File: src/verilog/swd_jtag_params.svh
`ifndef SWD_JTAG_PARAMS_SVH
`define SWD_JTAG_PARAMS_SVH

// instruction register width and opcodes
`define SWJ_IR_W 4
`define SWJ_IR_EXTEST 4'h0
`define SWJ_IR_SAMPLE 4'h1
`define SWJ_IR_BYPASS 4'hF
// value loaded into the instruction shifter in Capture-IR
`define SWJ_IR_CAPTURE 4'h1
// reset value of the fixed pin enables: swclk and swdio both enabled
`define SWJ_PIN_EN_RESET 2'h3
`define SWJ_PIN_EN_W 2
`define SWJ_PIN_SWCLK 0
`define SWJ_PIN_SWDIO 1

`endif

File: src/verilog/swd_jtag_pkg.sv
package swd_jtag_pkg;

	typedef enum logic [3:0] {
		TLR,
		RTI,
		SEL_DR,
		CAP_DR,
		SHIFT_DR,
		EXIT1_DR,
		PAUSE_DR,
		EXIT2_DR,
		UPD_DR,
		SEL_IR,
		CAP_IR,
		SHIFT_IR,
		EXIT1_IR,
		PAUSE_IR,
		EXIT2_IR,
		UPD_IR
	} tap_state_t;

endpackage : swd_jtag_pkg

File: src/verilog/swd_jtag_test_port_select.sv
// Operation
// - reset pin low selects boundary scan, reset pin high selects serial wire debug
// - serial wire debug port stays disabled while the part is held in reset
// - each scan output bit is driven on the falling test clock edge
// - tap next state follows sampled tms; tap used only while reset pin low
// - power-on, brownout or trst low force the tap into Test-Logic-Reset
// - first test clock edge with reset pin high moves tap to Run-Test/Idle
// - system tick timer halts with the halted core during debug; others run
// - swclk and swdio functions enabled after reset; pin enable register can disable
// - four hardware breakpoints, two data watchpoints, watchpoints usable as triggers
// - jtag port gives boundary scan only, never core debug access
// - hardware selects scan pins; routing matrix cannot reassign or reach them
// - tdi feeds the scan shift register input and is pulled up
// - debug logic clocked from swclk, talks over swdio; both lines pulled up
`timescale 1ns/1ps
`include "swd_jtag_params.svh"

module swd_jtag_test_port_select #(
	parameter int BSR_LEN = 8,
	parameter int NUM_BP = 4,
	parameter int NUM_WP = 2,
	parameter int ADDR_W = 32
) (
	input wire logic i_sys_clk,
	input wire logic i_nrst,
	input wire logic i_reset_pin,
	input wire logic i_por_evt,
	input wire logic i_brownout_evt,
	input wire logic i_tck_swclk,
	input wire logic i_tms_swdio,
	input wire logic i_tdi,
	input wire logic i_trst_n,
	output logic o_tdo,
	output logic o_tdo_oe,
	output logic o_swdio_out,
	output logic o_swdio_oe,
	output logic o_swclk_rise,
	output logic o_swdio_in,
	output logic o_pullup_en,
	input wire logic i_dbg_swdio_out,
	input wire logic i_dbg_swdio_oe,
	input wire logic i_pin_enable_wr,
	input wire logic [`SWJ_PIN_EN_W-1:0] i_pin_enable_data,
	output logic o_swclk_func_en,
	output logic o_swdio_func_en,
	output logic o_jtag_mode,
	output logic o_swd_mode,
	output logic o_core_dbg_access_en,
	input wire logic [BSR_LEN-1:0] i_bsr_pins,
	output logic [BSR_LEN-1:0] o_bsr_pins,
	output logic o_bsr_drive,
	input wire logic i_debug_session,
	input wire logic i_core_halted,
	output logic o_systick_halt,
	input wire logic [ADDR_W-1:0] i_pc,
	input wire logic [NUM_BP-1:0][ADDR_W-1:0] i_bp_addr,
	input wire logic [NUM_BP-1:0] i_bp_en,
	input wire logic [ADDR_W-1:0] i_data_addr,
	input wire logic i_data_access,
	input wire logic [NUM_WP-1:0][ADDR_W-1:0] i_wp_addr,
	input wire logic [NUM_WP-1:0] i_wp_en,
	input wire logic [NUM_WP-1:0] i_wp_trig_en,
	output logic [NUM_BP-1:0] o_bp_hit,
	output logic [NUM_WP-1:0] o_wp_hit,
	output logic [NUM_WP-1:0] o_wp_trigger
);

	//--------------------------------------------------------------
	// elaboration checks
	//--------------------------------------------------------------
	if (BSR_LEN < 1 || NUM_BP < 1 || NUM_WP < 1 || ADDR_W < 2) begin : g_bad_param
		$error("swd_jtag_test_port_select: unsupported parameter value");
	end

	//--------------------------------------------------------------
	// state
	//--------------------------------------------------------------
	typedef struct packed {
		logic rst_s1;
		logic rst_s2;
		logic tck_s1;
		logic tck_s2;
		logic tck_s3;
		logic tms_s1;
		logic tms_s2;
		logic tdi_s1;
		logic tdi_s2;
		logic trst_s1;
		logic trst_s2;
		swd_jtag_pkg::tap_state_t tap;
		logic [`SWJ_IR_W-1:0] ir;
		logic [`SWJ_IR_W-1:0] ir_shift;
		logic [BSR_LEN-1:0] bsr_shift;
		logic [BSR_LEN-1:0] bsr_out;
		logic bypass;
		logic tdo;
		logic tdo_oe;
		logic swdio_out;
		logic swdio_oe;
		logic [`SWJ_PIN_EN_W-1:0] pin_en;
		logic systick_halt;
		logic [NUM_BP-1:0] bp_hit;
		logic [NUM_WP-1:0] wp_hit;
		logic [NUM_WP-1:0] wp_trig;
	} state_t;

	state_t state_reg;
	state_t state_next;

	logic tck_rise;
	logic tck_fall;
	logic jtag_sel;
	logic tap_reset;
	logic sel_bsr;
	logic [NUM_BP-1:0] bp_match;
	logic [NUM_WP-1:0] wp_match;

	//--------------------------------------------------------------
	// comparators
	//--------------------------------------------------------------
	for (genvar gi = 0; gi < NUM_BP; gi++) begin : g_bp
		assign bp_match[gi] = i_bp_en[gi] && (i_pc == i_bp_addr[gi]);
	end
	for (genvar gi = 0; gi < NUM_WP; gi++) begin : g_wp
		assign wp_match[gi] = i_wp_en[gi] && i_data_access
			&& (i_data_addr == i_wp_addr[gi]);
	end

	//--------------------------------------------------------------
	// tap next state
	//--------------------------------------------------------------
	function automatic swd_jtag_pkg::tap_state_t tap_step(
		input swd_jtag_pkg::tap_state_t s,
		input logic tms
	);
		swd_jtag_pkg::tap_state_t n;
		n = s;
		unique case (s)
			swd_jtag_pkg::TLR: n = tms ? swd_jtag_pkg::TLR : swd_jtag_pkg::RTI;
			swd_jtag_pkg::RTI: n = tms ? swd_jtag_pkg::SEL_DR : swd_jtag_pkg::RTI;
			swd_jtag_pkg::SEL_DR: n = tms ? swd_jtag_pkg::SEL_IR : swd_jtag_pkg::CAP_DR;
			swd_jtag_pkg::CAP_DR: n = tms ? swd_jtag_pkg::EXIT1_DR : swd_jtag_pkg::SHIFT_DR;
			swd_jtag_pkg::SHIFT_DR: n = tms ? swd_jtag_pkg::EXIT1_DR : swd_jtag_pkg::SHIFT_DR;
			swd_jtag_pkg::EXIT1_DR: n = tms ? swd_jtag_pkg::UPD_DR : swd_jtag_pkg::PAUSE_DR;
			swd_jtag_pkg::PAUSE_DR: n = tms ? swd_jtag_pkg::EXIT2_DR : swd_jtag_pkg::PAUSE_DR;
			swd_jtag_pkg::EXIT2_DR: n = tms ? swd_jtag_pkg::UPD_DR : swd_jtag_pkg::SHIFT_DR;
			swd_jtag_pkg::UPD_DR: n = tms ? swd_jtag_pkg::SEL_DR : swd_jtag_pkg::RTI;
			swd_jtag_pkg::SEL_IR: n = tms ? swd_jtag_pkg::TLR : swd_jtag_pkg::CAP_IR;
			swd_jtag_pkg::CAP_IR: n = tms ? swd_jtag_pkg::EXIT1_IR : swd_jtag_pkg::SHIFT_IR;
			swd_jtag_pkg::SHIFT_IR: n = tms ? swd_jtag_pkg::EXIT1_IR : swd_jtag_pkg::SHIFT_IR;
			swd_jtag_pkg::EXIT1_IR: n = tms ? swd_jtag_pkg::UPD_IR : swd_jtag_pkg::PAUSE_IR;
			swd_jtag_pkg::PAUSE_IR: n = tms ? swd_jtag_pkg::EXIT2_IR : swd_jtag_pkg::PAUSE_IR;
			swd_jtag_pkg::EXIT2_IR: n = tms ? swd_jtag_pkg::UPD_IR : swd_jtag_pkg::SHIFT_IR;
			swd_jtag_pkg::UPD_IR: n = tms ? swd_jtag_pkg::SEL_DR : swd_jtag_pkg::RTI;
		endcase
		return n;
	endfunction : tap_step

	//--------------------------------------------------------------
	// next-state logic
	//--------------------------------------------------------------
	// edges come from the second and third stages only, never the first
	assign tck_rise = state_reg.tck_s2 && !state_reg.tck_s3;
	assign tck_fall = !state_reg.tck_s2 && state_reg.tck_s3;
	assign jtag_sel = !state_reg.rst_s2;
	assign tap_reset = i_por_evt || i_brownout_evt || !state_reg.trst_s2;
	assign sel_bsr = (state_reg.ir == `SWJ_IR_EXTEST) || (state_reg.ir == `SWJ_IR_SAMPLE);

	always_comb begin
		state_next = state_reg;
		state_next.rst_s1 = i_reset_pin;
		state_next.rst_s2 = state_reg.rst_s1;
		state_next.tck_s1 = i_tck_swclk;
		state_next.tck_s2 = state_reg.tck_s1;
		state_next.tck_s3 = state_reg.tck_s2;
		state_next.tms_s1 = i_tms_swdio;
		state_next.tms_s2 = state_reg.tms_s1;
		state_next.tdi_s1 = i_tdi;
		state_next.tdi_s2 = state_reg.tdi_s1;
		state_next.trst_s1 = i_trst_n;
		state_next.trst_s2 = state_reg.trst_s1;

		if (tap_reset) begin
			state_next.tap = swd_jtag_pkg::TLR;
			state_next.ir = `SWJ_IR_BYPASS;
		end else if (tck_rise && !jtag_sel) begin
			state_next.tap = swd_jtag_pkg::RTI;
		end else if (tck_rise) begin
			state_next.tap = tap_step(state_reg.tap, state_reg.tms_s2);
			unique case (state_reg.tap)
				swd_jtag_pkg::TLR: state_next.ir = `SWJ_IR_BYPASS;
				swd_jtag_pkg::CAP_IR: state_next.ir_shift = `SWJ_IR_CAPTURE;
				swd_jtag_pkg::SHIFT_IR: state_next.ir_shift =
					{state_reg.tdi_s2, state_reg.ir_shift[`SWJ_IR_W-1:1]};
				swd_jtag_pkg::UPD_IR: state_next.ir = state_reg.ir_shift;
				swd_jtag_pkg::CAP_DR: begin
					state_next.bsr_shift = i_bsr_pins;
					state_next.bypass = 1'b0;
				end
				swd_jtag_pkg::SHIFT_DR: begin
					if (sel_bsr) begin
						if (BSR_LEN == 1) begin
							state_next.bsr_shift[0] = state_reg.tdi_s2;
						end else begin
							state_next.bsr_shift =
								{state_reg.tdi_s2, state_reg.bsr_shift[BSR_LEN-1:1]};
						end
					end else begin
						state_next.bypass = state_reg.tdi_s2;
					end
				end
				swd_jtag_pkg::UPD_DR: begin
					if (state_reg.ir == `SWJ_IR_EXTEST) begin
						state_next.bsr_out = state_reg.bsr_shift;
					end
				end
				default: begin
				end
			endcase
		end

		// output bit changes only on the falling edge so the tester samples it stable
		if (tck_fall) begin
			state_next.tdo_oe = jtag_sel && (state_reg.tap == swd_jtag_pkg::SHIFT_DR
				|| state_reg.tap == swd_jtag_pkg::SHIFT_IR);
			if (state_reg.tap == swd_jtag_pkg::SHIFT_IR) begin
				state_next.tdo = state_reg.ir_shift[0];
			end else begin
				state_next.tdo = sel_bsr ? state_reg.bsr_shift[0] : state_reg.bypass;
			end
		end
		if (!jtag_sel) begin
			state_next.tdo_oe = 1'b0;
		end

		// serial wire side only while the reset pin is high and the pin is enabled
		state_next.swdio_out = i_dbg_swdio_out;
		state_next.swdio_oe = state_reg.rst_s2 && state_reg.pin_en[`SWJ_PIN_SWDIO]
			&& i_dbg_swdio_oe;
		if (i_pin_enable_wr) begin
			state_next.pin_en = i_pin_enable_data;
		end

		state_next.systick_halt = state_reg.rst_s2 && i_debug_session
			&& i_core_halted;
		state_next.bp_hit = bp_match;
		state_next.wp_hit = wp_match;
		state_next.wp_trig = wp_match & i_wp_trig_en;
	end

	//--------------------------------------------------------------
	// registers
	//--------------------------------------------------------------
	always_ff @(posedge i_sys_clk or negedge i_nrst) begin
		if (!i_nrst) begin
			state_reg <= '0;
			state_reg.tap <= swd_jtag_pkg::TLR;
			state_reg.ir <= `SWJ_IR_BYPASS;
			state_reg.pin_en <= `SWJ_PIN_EN_RESET;
		end else begin
			state_reg <= state_next;
		end
	end

	//--------------------------------------------------------------
	// outputs
	//--------------------------------------------------------------
	// scan pins are steered here only; no routing path reaches them
	assign o_jtag_mode = jtag_sel;
	assign o_swd_mode = state_reg.rst_s2;
	assign o_core_dbg_access_en = state_reg.rst_s2;
	assign o_swclk_func_en = state_reg.rst_s2 && state_reg.pin_en[`SWJ_PIN_SWCLK];
	assign o_swdio_func_en = state_reg.rst_s2 && state_reg.pin_en[`SWJ_PIN_SWDIO];
	assign o_swclk_rise = tck_rise && o_swclk_func_en;
	assign o_swdio_in = state_reg.tms_s2;
	assign o_swdio_out = state_reg.swdio_out;
	assign o_swdio_oe = state_reg.swdio_oe;
	// pull-ups on swclk, swdio, tdi, tms and trst are always on
	assign o_pullup_en = 1'b1;
	assign o_tdo = state_reg.tdo;
	assign o_tdo_oe = state_reg.tdo_oe;
	assign o_bsr_pins = state_reg.bsr_out;
	assign o_bsr_drive = jtag_sel && (state_reg.ir == `SWJ_IR_EXTEST);
	assign o_systick_halt = state_reg.systick_halt;
	assign o_bp_hit = state_reg.bp_hit;
	assign o_wp_hit = state_reg.wp_hit;
	assign o_wp_trigger = state_reg.wp_trig;

endmodule : swd_jtag_test_port_select
File: config.mk
export PLATFORM = sky130hd
export DESIGN_NAME = swd_jtag_test_port_select
export DESIGN_NICKNAME = d
export VERILOG_FILES = /design/src/verilog/swd_jtag_pkg.sv /design/src/verilog/swd_jtag_test_port_select.sv
export VERILOG_INCLUDE_DIRS = /design/src /design/src/verilog
export SDC_FILE = /design/constraint.sdc
export NUM_CORES = 1
export LEC_CHECK = 0
export BUFFER_PORTS_ARGS = -buffer_cell sky130_fd_sc_hd__clkbuf_2
export CAP_MARGIN = 0
export CORE_AREA = 3 3 123 125
export DETAILED_ROUTE_END_ITERATION = 6
export DIE_AREA = 0 0 126 128
export GPL_TIMING_DRIVEN = 0
export PLACE_DENSITY = 0.66
export SYNTH_ARGS = -nofsm -noshare
export SYNTH_HDL_FRONTEND = slang
export SYNTH_SLANG_ARGS = --single-unit
File: constraint.sdc
create_clock -name i_sys_clk -period 5.55 [get_ports i_sys_clk]
set_input_delay 0.555 -clock i_sys_clk [delete_from_list [all_inputs] [get_ports i_sys_clk]]
set_output_delay 0.555 -clock i_sys_clk [all_outputs]
set_load 0.02 [all_outputs]
---- After elaboration in Yosys (flattened, before gate mapping) ----
Cells that the tools add are included.
word-level totals
  bits in registers ....................... 55
  bits of input ports ..................... 289
  output and inout port bits .............. 30
  logic and storage cells ................. 126
operators by class
  eq/ne operators ......................... 25
  muxes and demuxes ....................... 29
  bitwise logic cells ..................... 3
  reduce and logical (&&, ||, !) cells .... 43
operators by type and width
  operator              count
  $eq A32 B32 Y1        6
  $pmux W4 S12          1
  $eq A4 B4 Y1 const B  8
  $mux W8               4
  $mux W29              1
  $mux W25              1
  $mux W4               5
  $logic_and A1 B1 Y1   19
  $eq A4 B3 Y1 const B  4
  $pmux W4 S2           2
  $pmux W8 S2           1
  $reduce_and A5 Y1     3
  $eq A4 B1 Y1 const B  2
  $eq A4 B2 Y1 const B  2
  $logic_not A4 Y1      2
  $mux W1               8
  $reduce_bool A2 Y1    4
  $mux W2               3
  $mux W3               2
  $ne A2 B2 Y1 const B  3
  $reduce_bool A3 Y1    2
  $logic_not A1 Y1      4
  $logic_or A1 B1 Y1    4
  $reduce_and A4 Y1     1
  other kinds (6)       8

---- Depth between registers and ports, before layout ----
  word-level depth ........................ 7
  gate-level depth with buffers ........... 6
  depth with buffers taken out ............ 4

---- Worst setup path after synthesis ----
Ideal clock, no wire load.
  path kind ............................... input to register
  from .................................... input i_brownout_evt
  to ...................................... register state_reg (netlist bit o_bsr_pins[0])
  setup time .............................. 0.125 ns
  arrival time ............................ 1.922 ns
  data required time ...................... 5.425 ns
  setup slack ............................. 3.503 ns
  cell stages on the path ................. 5
  path buffers ............................ 1
  cells stage by stage .................... nor3b_4 > nand3_4 > or4_4 > buf_6 > mux2_4
on the way
  word-level cells in the longest chain between the ends .. 4
RTL lines
  item                                RTL line                          RTL
  start: declaration                  swd_jtag_test_port_select.sv:28   input wire logic i_brownout_evt,
  $logic_or A1 B1 Y1 (2 in series)    swd_jtag_test_port_select.sv:166  assign tap_reset = i_por_evt || i_brownout_evt || !state_reg.trst_s2;
  $not A1 Y1 (no source line)         -
  $reduce_and A5 Y1 (no source line)  -
  end signal: assignment              swd_jtag_test_port_select.sv:261  state_reg <= state_next;
  end: declaration                    swd_jtag_test_port_select.sv:107  state_t state_reg;
Every way passes these cells.
A chain may end at the register's enable or synchronous reset.

---- Worst setup path in the final report ----
  from .................................... register state_reg[41] (netlist name)
  to ...................................... register state_reg[27] (netlist name)
on the way
  word-level cells in the longest chain between the ends .. 3
  elaborated cells between the ends (all ways) .. 6
  classes of those cells .................. 3 x eq/ne; 1 x mux; 2 x reduce/logical
RTL lines
  item                                                                        RTL line                          RTL
  $eq A4 B3 Y1 / $eq A4 B2 Y1 (equally long branches)                         swd_jtag_test_port_select.sv:190  unique case (state_reg.tap)
  $ne A2 B2 Y1 (no source line) / $reduce_bool A2 Y1 (equally long branches)  -
  $reduce_and A5 Y1 (no source line)                                          -
Parallel ways exist; a longest one is shown, timed or not.

==> reports/qor.yml <==
floorplanning:
  core_area_um2: 14000
  die_height_um: 128
  io-pin-count: 319
  fp.dieArea_um2: 16100
  fp.dieW_um: 126
  start_util_pct: 33.4
  rows: 43
worst_setup_path:
  crit_chain: "clkbuf_1 > nor4b_2 > mux2_2 > mux2_2"
  timing.rr.end: "state_reg[27]$_DFFE_PN0P_"
  critical_path_class: "flip-flop to flip-flop"
  cp_top_family: "simple AND/OR/NAND/NOR gates"
  slowest_delay_ns: 0.96
  worstSetupEndpointType: "flip-flop"
  worstPathRequired_ns: 5.73
  endpoint: "state_reg[27]$_DFFE_PN0P_"
  cp_max_fo: 9
  reg2reg_depth: 4
  crit_path_frequent_cell: "mux2_2"
  startpoint: "state_reg[41]$_DFFE_PN0P_"
  r2r_setup_slack_ns: 3.24
  crit_buf_inv: 1
  worstPathArrival_ns: 2.49
  rr_startpoint: "state_reg[41]$_DFFE_PN0P_"
  path_depth: 4
  cp-start-kind: "flip-flop"
  crit_path_top_delay_cell: "nor4b_2"
power_and_ir_drop:
  power_mw: 1.08
  power.share.sequential_pct: 38.2
  p_clk_share_pct: 33.4
  ir_worst_vdd_uv: 115
  internal_power_mw: 0.775
  switching_share_pct: 28.1
  power_density_nw_per_um2: 162
  switching_power_mw: 0.303
  p_leak_nw: 3.40
  pwr-share-comb_pct: 28.3
placement:
  port_buffers: 317
  gp_congestion: 0.990
  dp.cells: 984
  place_ws_ns: 3.22
  dpl.hpwl_um: 15100
  place_area_um2: 6490
cells_and_area:
  final_cell_mix: "clkbuf_2 (316), xor2_1 (158), dfrtp_1 (49)"
  fin_nets: 1100
  n_antenna_cell: 0
  fillCellCount: 1413
  final-seq-area_um2: 1380
  layout_commonest_cell: "clkbuf_2"
  drive_gt1_share_pct: 47.2
  largest_reg_flops: 26
  final_core_util_pct: 47.6
  fin_cells: 992
  multi_input_area_um2: 3070
  design_area_um2: 6660
  area_delta_synth_final_pct: 42.4
synth:
  synthAdderAreaFrac_pct: 0
  synth.area.mux_share_pct: 6.90
  postSynthCellCount: 487
  synth_xor_xnor_area_share_pct: 34.8
  synth_top_family_by_area: "XOR/XNOR gates"
  syn_area_um2: 4680
  synth_edf_count: 0
  yosysWarnings: 0
  synth_seq_area_share_pct: 29.6
  async_flop_share_pct: 100
  synth-main-ff-cell: "dfrtp_1"
  synth_cell_types: 53
  synth_simple_gate_area_share_pct: 17.8
  syn_nets: 776
  synth-compound-area-share_pct: 5.96
  avgSynthCellArea_um2: 9.61
  synth.ff_latch_count: 55
detailed_routing:
  vias: 4675
  drtAntennaViolNets: 0
  drt-total-wl_um: 17200
  wl_per_cell_um: 17.4
  drt_iter0_markers: 150
  vias_per_cell: 4.71
  dr.pass1.iters: 4
  drc_errors: 0
timing:
  holdWs_ns: 0.339
  max_freq_mhz: 433
  maxSlewHeadroom_pct: 27.2
  fin_crit_ns: 2.31
  fin_ws_ns: 3.24
  tns_ns: 0
  hold_violations: 0
  rsz0062_at_grt: "no"
  fin_crit_sh_pct: 41.6
  setup_violations: 0
  worst_slew_pin_slew_ns: 1.09
  finalClockSkew_ns: 0.00642
  maxSlewViolCount: 0
clock_network:
  numClockSinks: 55
  cts_setup_buffers: 0
  cts_tree: "built"
  cts-hold-fix-buffers: 0
  insertion_delay_ns: 0.29
  cts_buffers: 5
  htree_levels: 2
  path_clk_slew_ns: 0.07
  cts_root_buffer: "clkbuf_16"
  cts_resized: 0
  clock_path_buffers: 2
global_route:
  grt_antenna_before_repair: 0
  grt_start_max_net_pins: 56
  overflow: 0
  grt_pass1_vias: 4711
  grt_usage_pct: 20.4
  grt_pass1_wl_um: 25700
run_status:
  status: "completed"
run:
  maxCapViolations: 0
hold_path:
  hold_class: "primary input to async pin"
## Yosys cell counts, types with 2 or more instances
library cell / instances / share of area (%)
xor2_1: 158 / 30
dfrtp_1: 49 / 26
nor4_1: 39 / 5.2
xnor2_1: 28 / 5.2
buf_4: 18 / 2.9
mux2_2: 18 / 4.3
nand2_1: 18 / 1.4
nor3_1: 14 / 1.5
nand3_1: 13 / 1.4
nand4_1: 13 / 1.7
a21oi_1: 10 / 1.1
clkbuf_1: 9 / 0.72
inv_1: 9 / 0.72
mux2_4: 8 / 2.6
nor2b_1: 8 / 1.1
o21ai_0: 7 / 0.75
o22ai_1: 7 / 0.94
dfstp_2: 6 / 3.4
nand2b_1: 6 / 0.80
nor2_1: 5 / 0.40
and2_1: 3 / 0.40
or4_1: 3 / 0.48
a211oi_1: 2 / 0.32
a31oi_1: 2 / 0.27
and3_1: 2 / 0.27
buf_6: 2 / 0.48
nor3b_1: 2 / 0.32
o41ai_1: 2 / 0.37
or3_1: 2 / 0.27
## cell type report
class	count	area share [%]
Buffer	30	2.93
Multi-Input combinational cell	393	46.0
Sequential cell	55	20.8
Inverter	9	0.507
Tap cell	180	3.38
Clock inverter	3	0.695
Clock buffer	5	1.88
Timing Repair Buffer	317	23.8
## power by group through the flow
stage               sequential [mW]  combinational, mW  clock (mW)
floorplan                     0.421              0.124           0
global placement              0.420              0.302           0
detailed placement            0.420              0.304           0
CTS                           0.412              0.306       0.370
global route                  0.413              0.335       0.387
finish                        0.412              0.305       0.361
## cells by family after synthesis
logic type / after synthesis
compound gates: 42
xor+xnor: 186
buf+inv: 39
flops: 55
mux: 26
other cells: 1
simple gates: 138
## how the worst min path moves through the flow
stage,to,cells past startpoint,start
finish,o_swdio_in$_DFF_PN0_,1,i_nrst
global route,o_core_dbg_access_en$_DFF_PN0_,0,state_next[53]$_DFF_PN0_
CTS,o_swdio_in$_DFF_PN0_,0,state_next[48]$_DFF_PN0_
detailed placement,o_swdio_in$_DFF_PN0_,0,state_next[48]$_DFF_PN0_
global placement,o_swdio_in$_DFF_PN0_,0,state_next[48]$_DFF_PN0_
floorplan,o_bp_hit[0]$_DFF_PN0_,0,i_nrst
## routing by layer
layer  vias to the layer above  track usage, %  wire length, µm
met5                         -               0                0
met2                       181            32.7             8270
met4                         0            4.98              282
met3                        21            4.50             1140
li1                       2341               -                -
met1                      2132            28.1             7540
(Power assumes the default switching activity.)
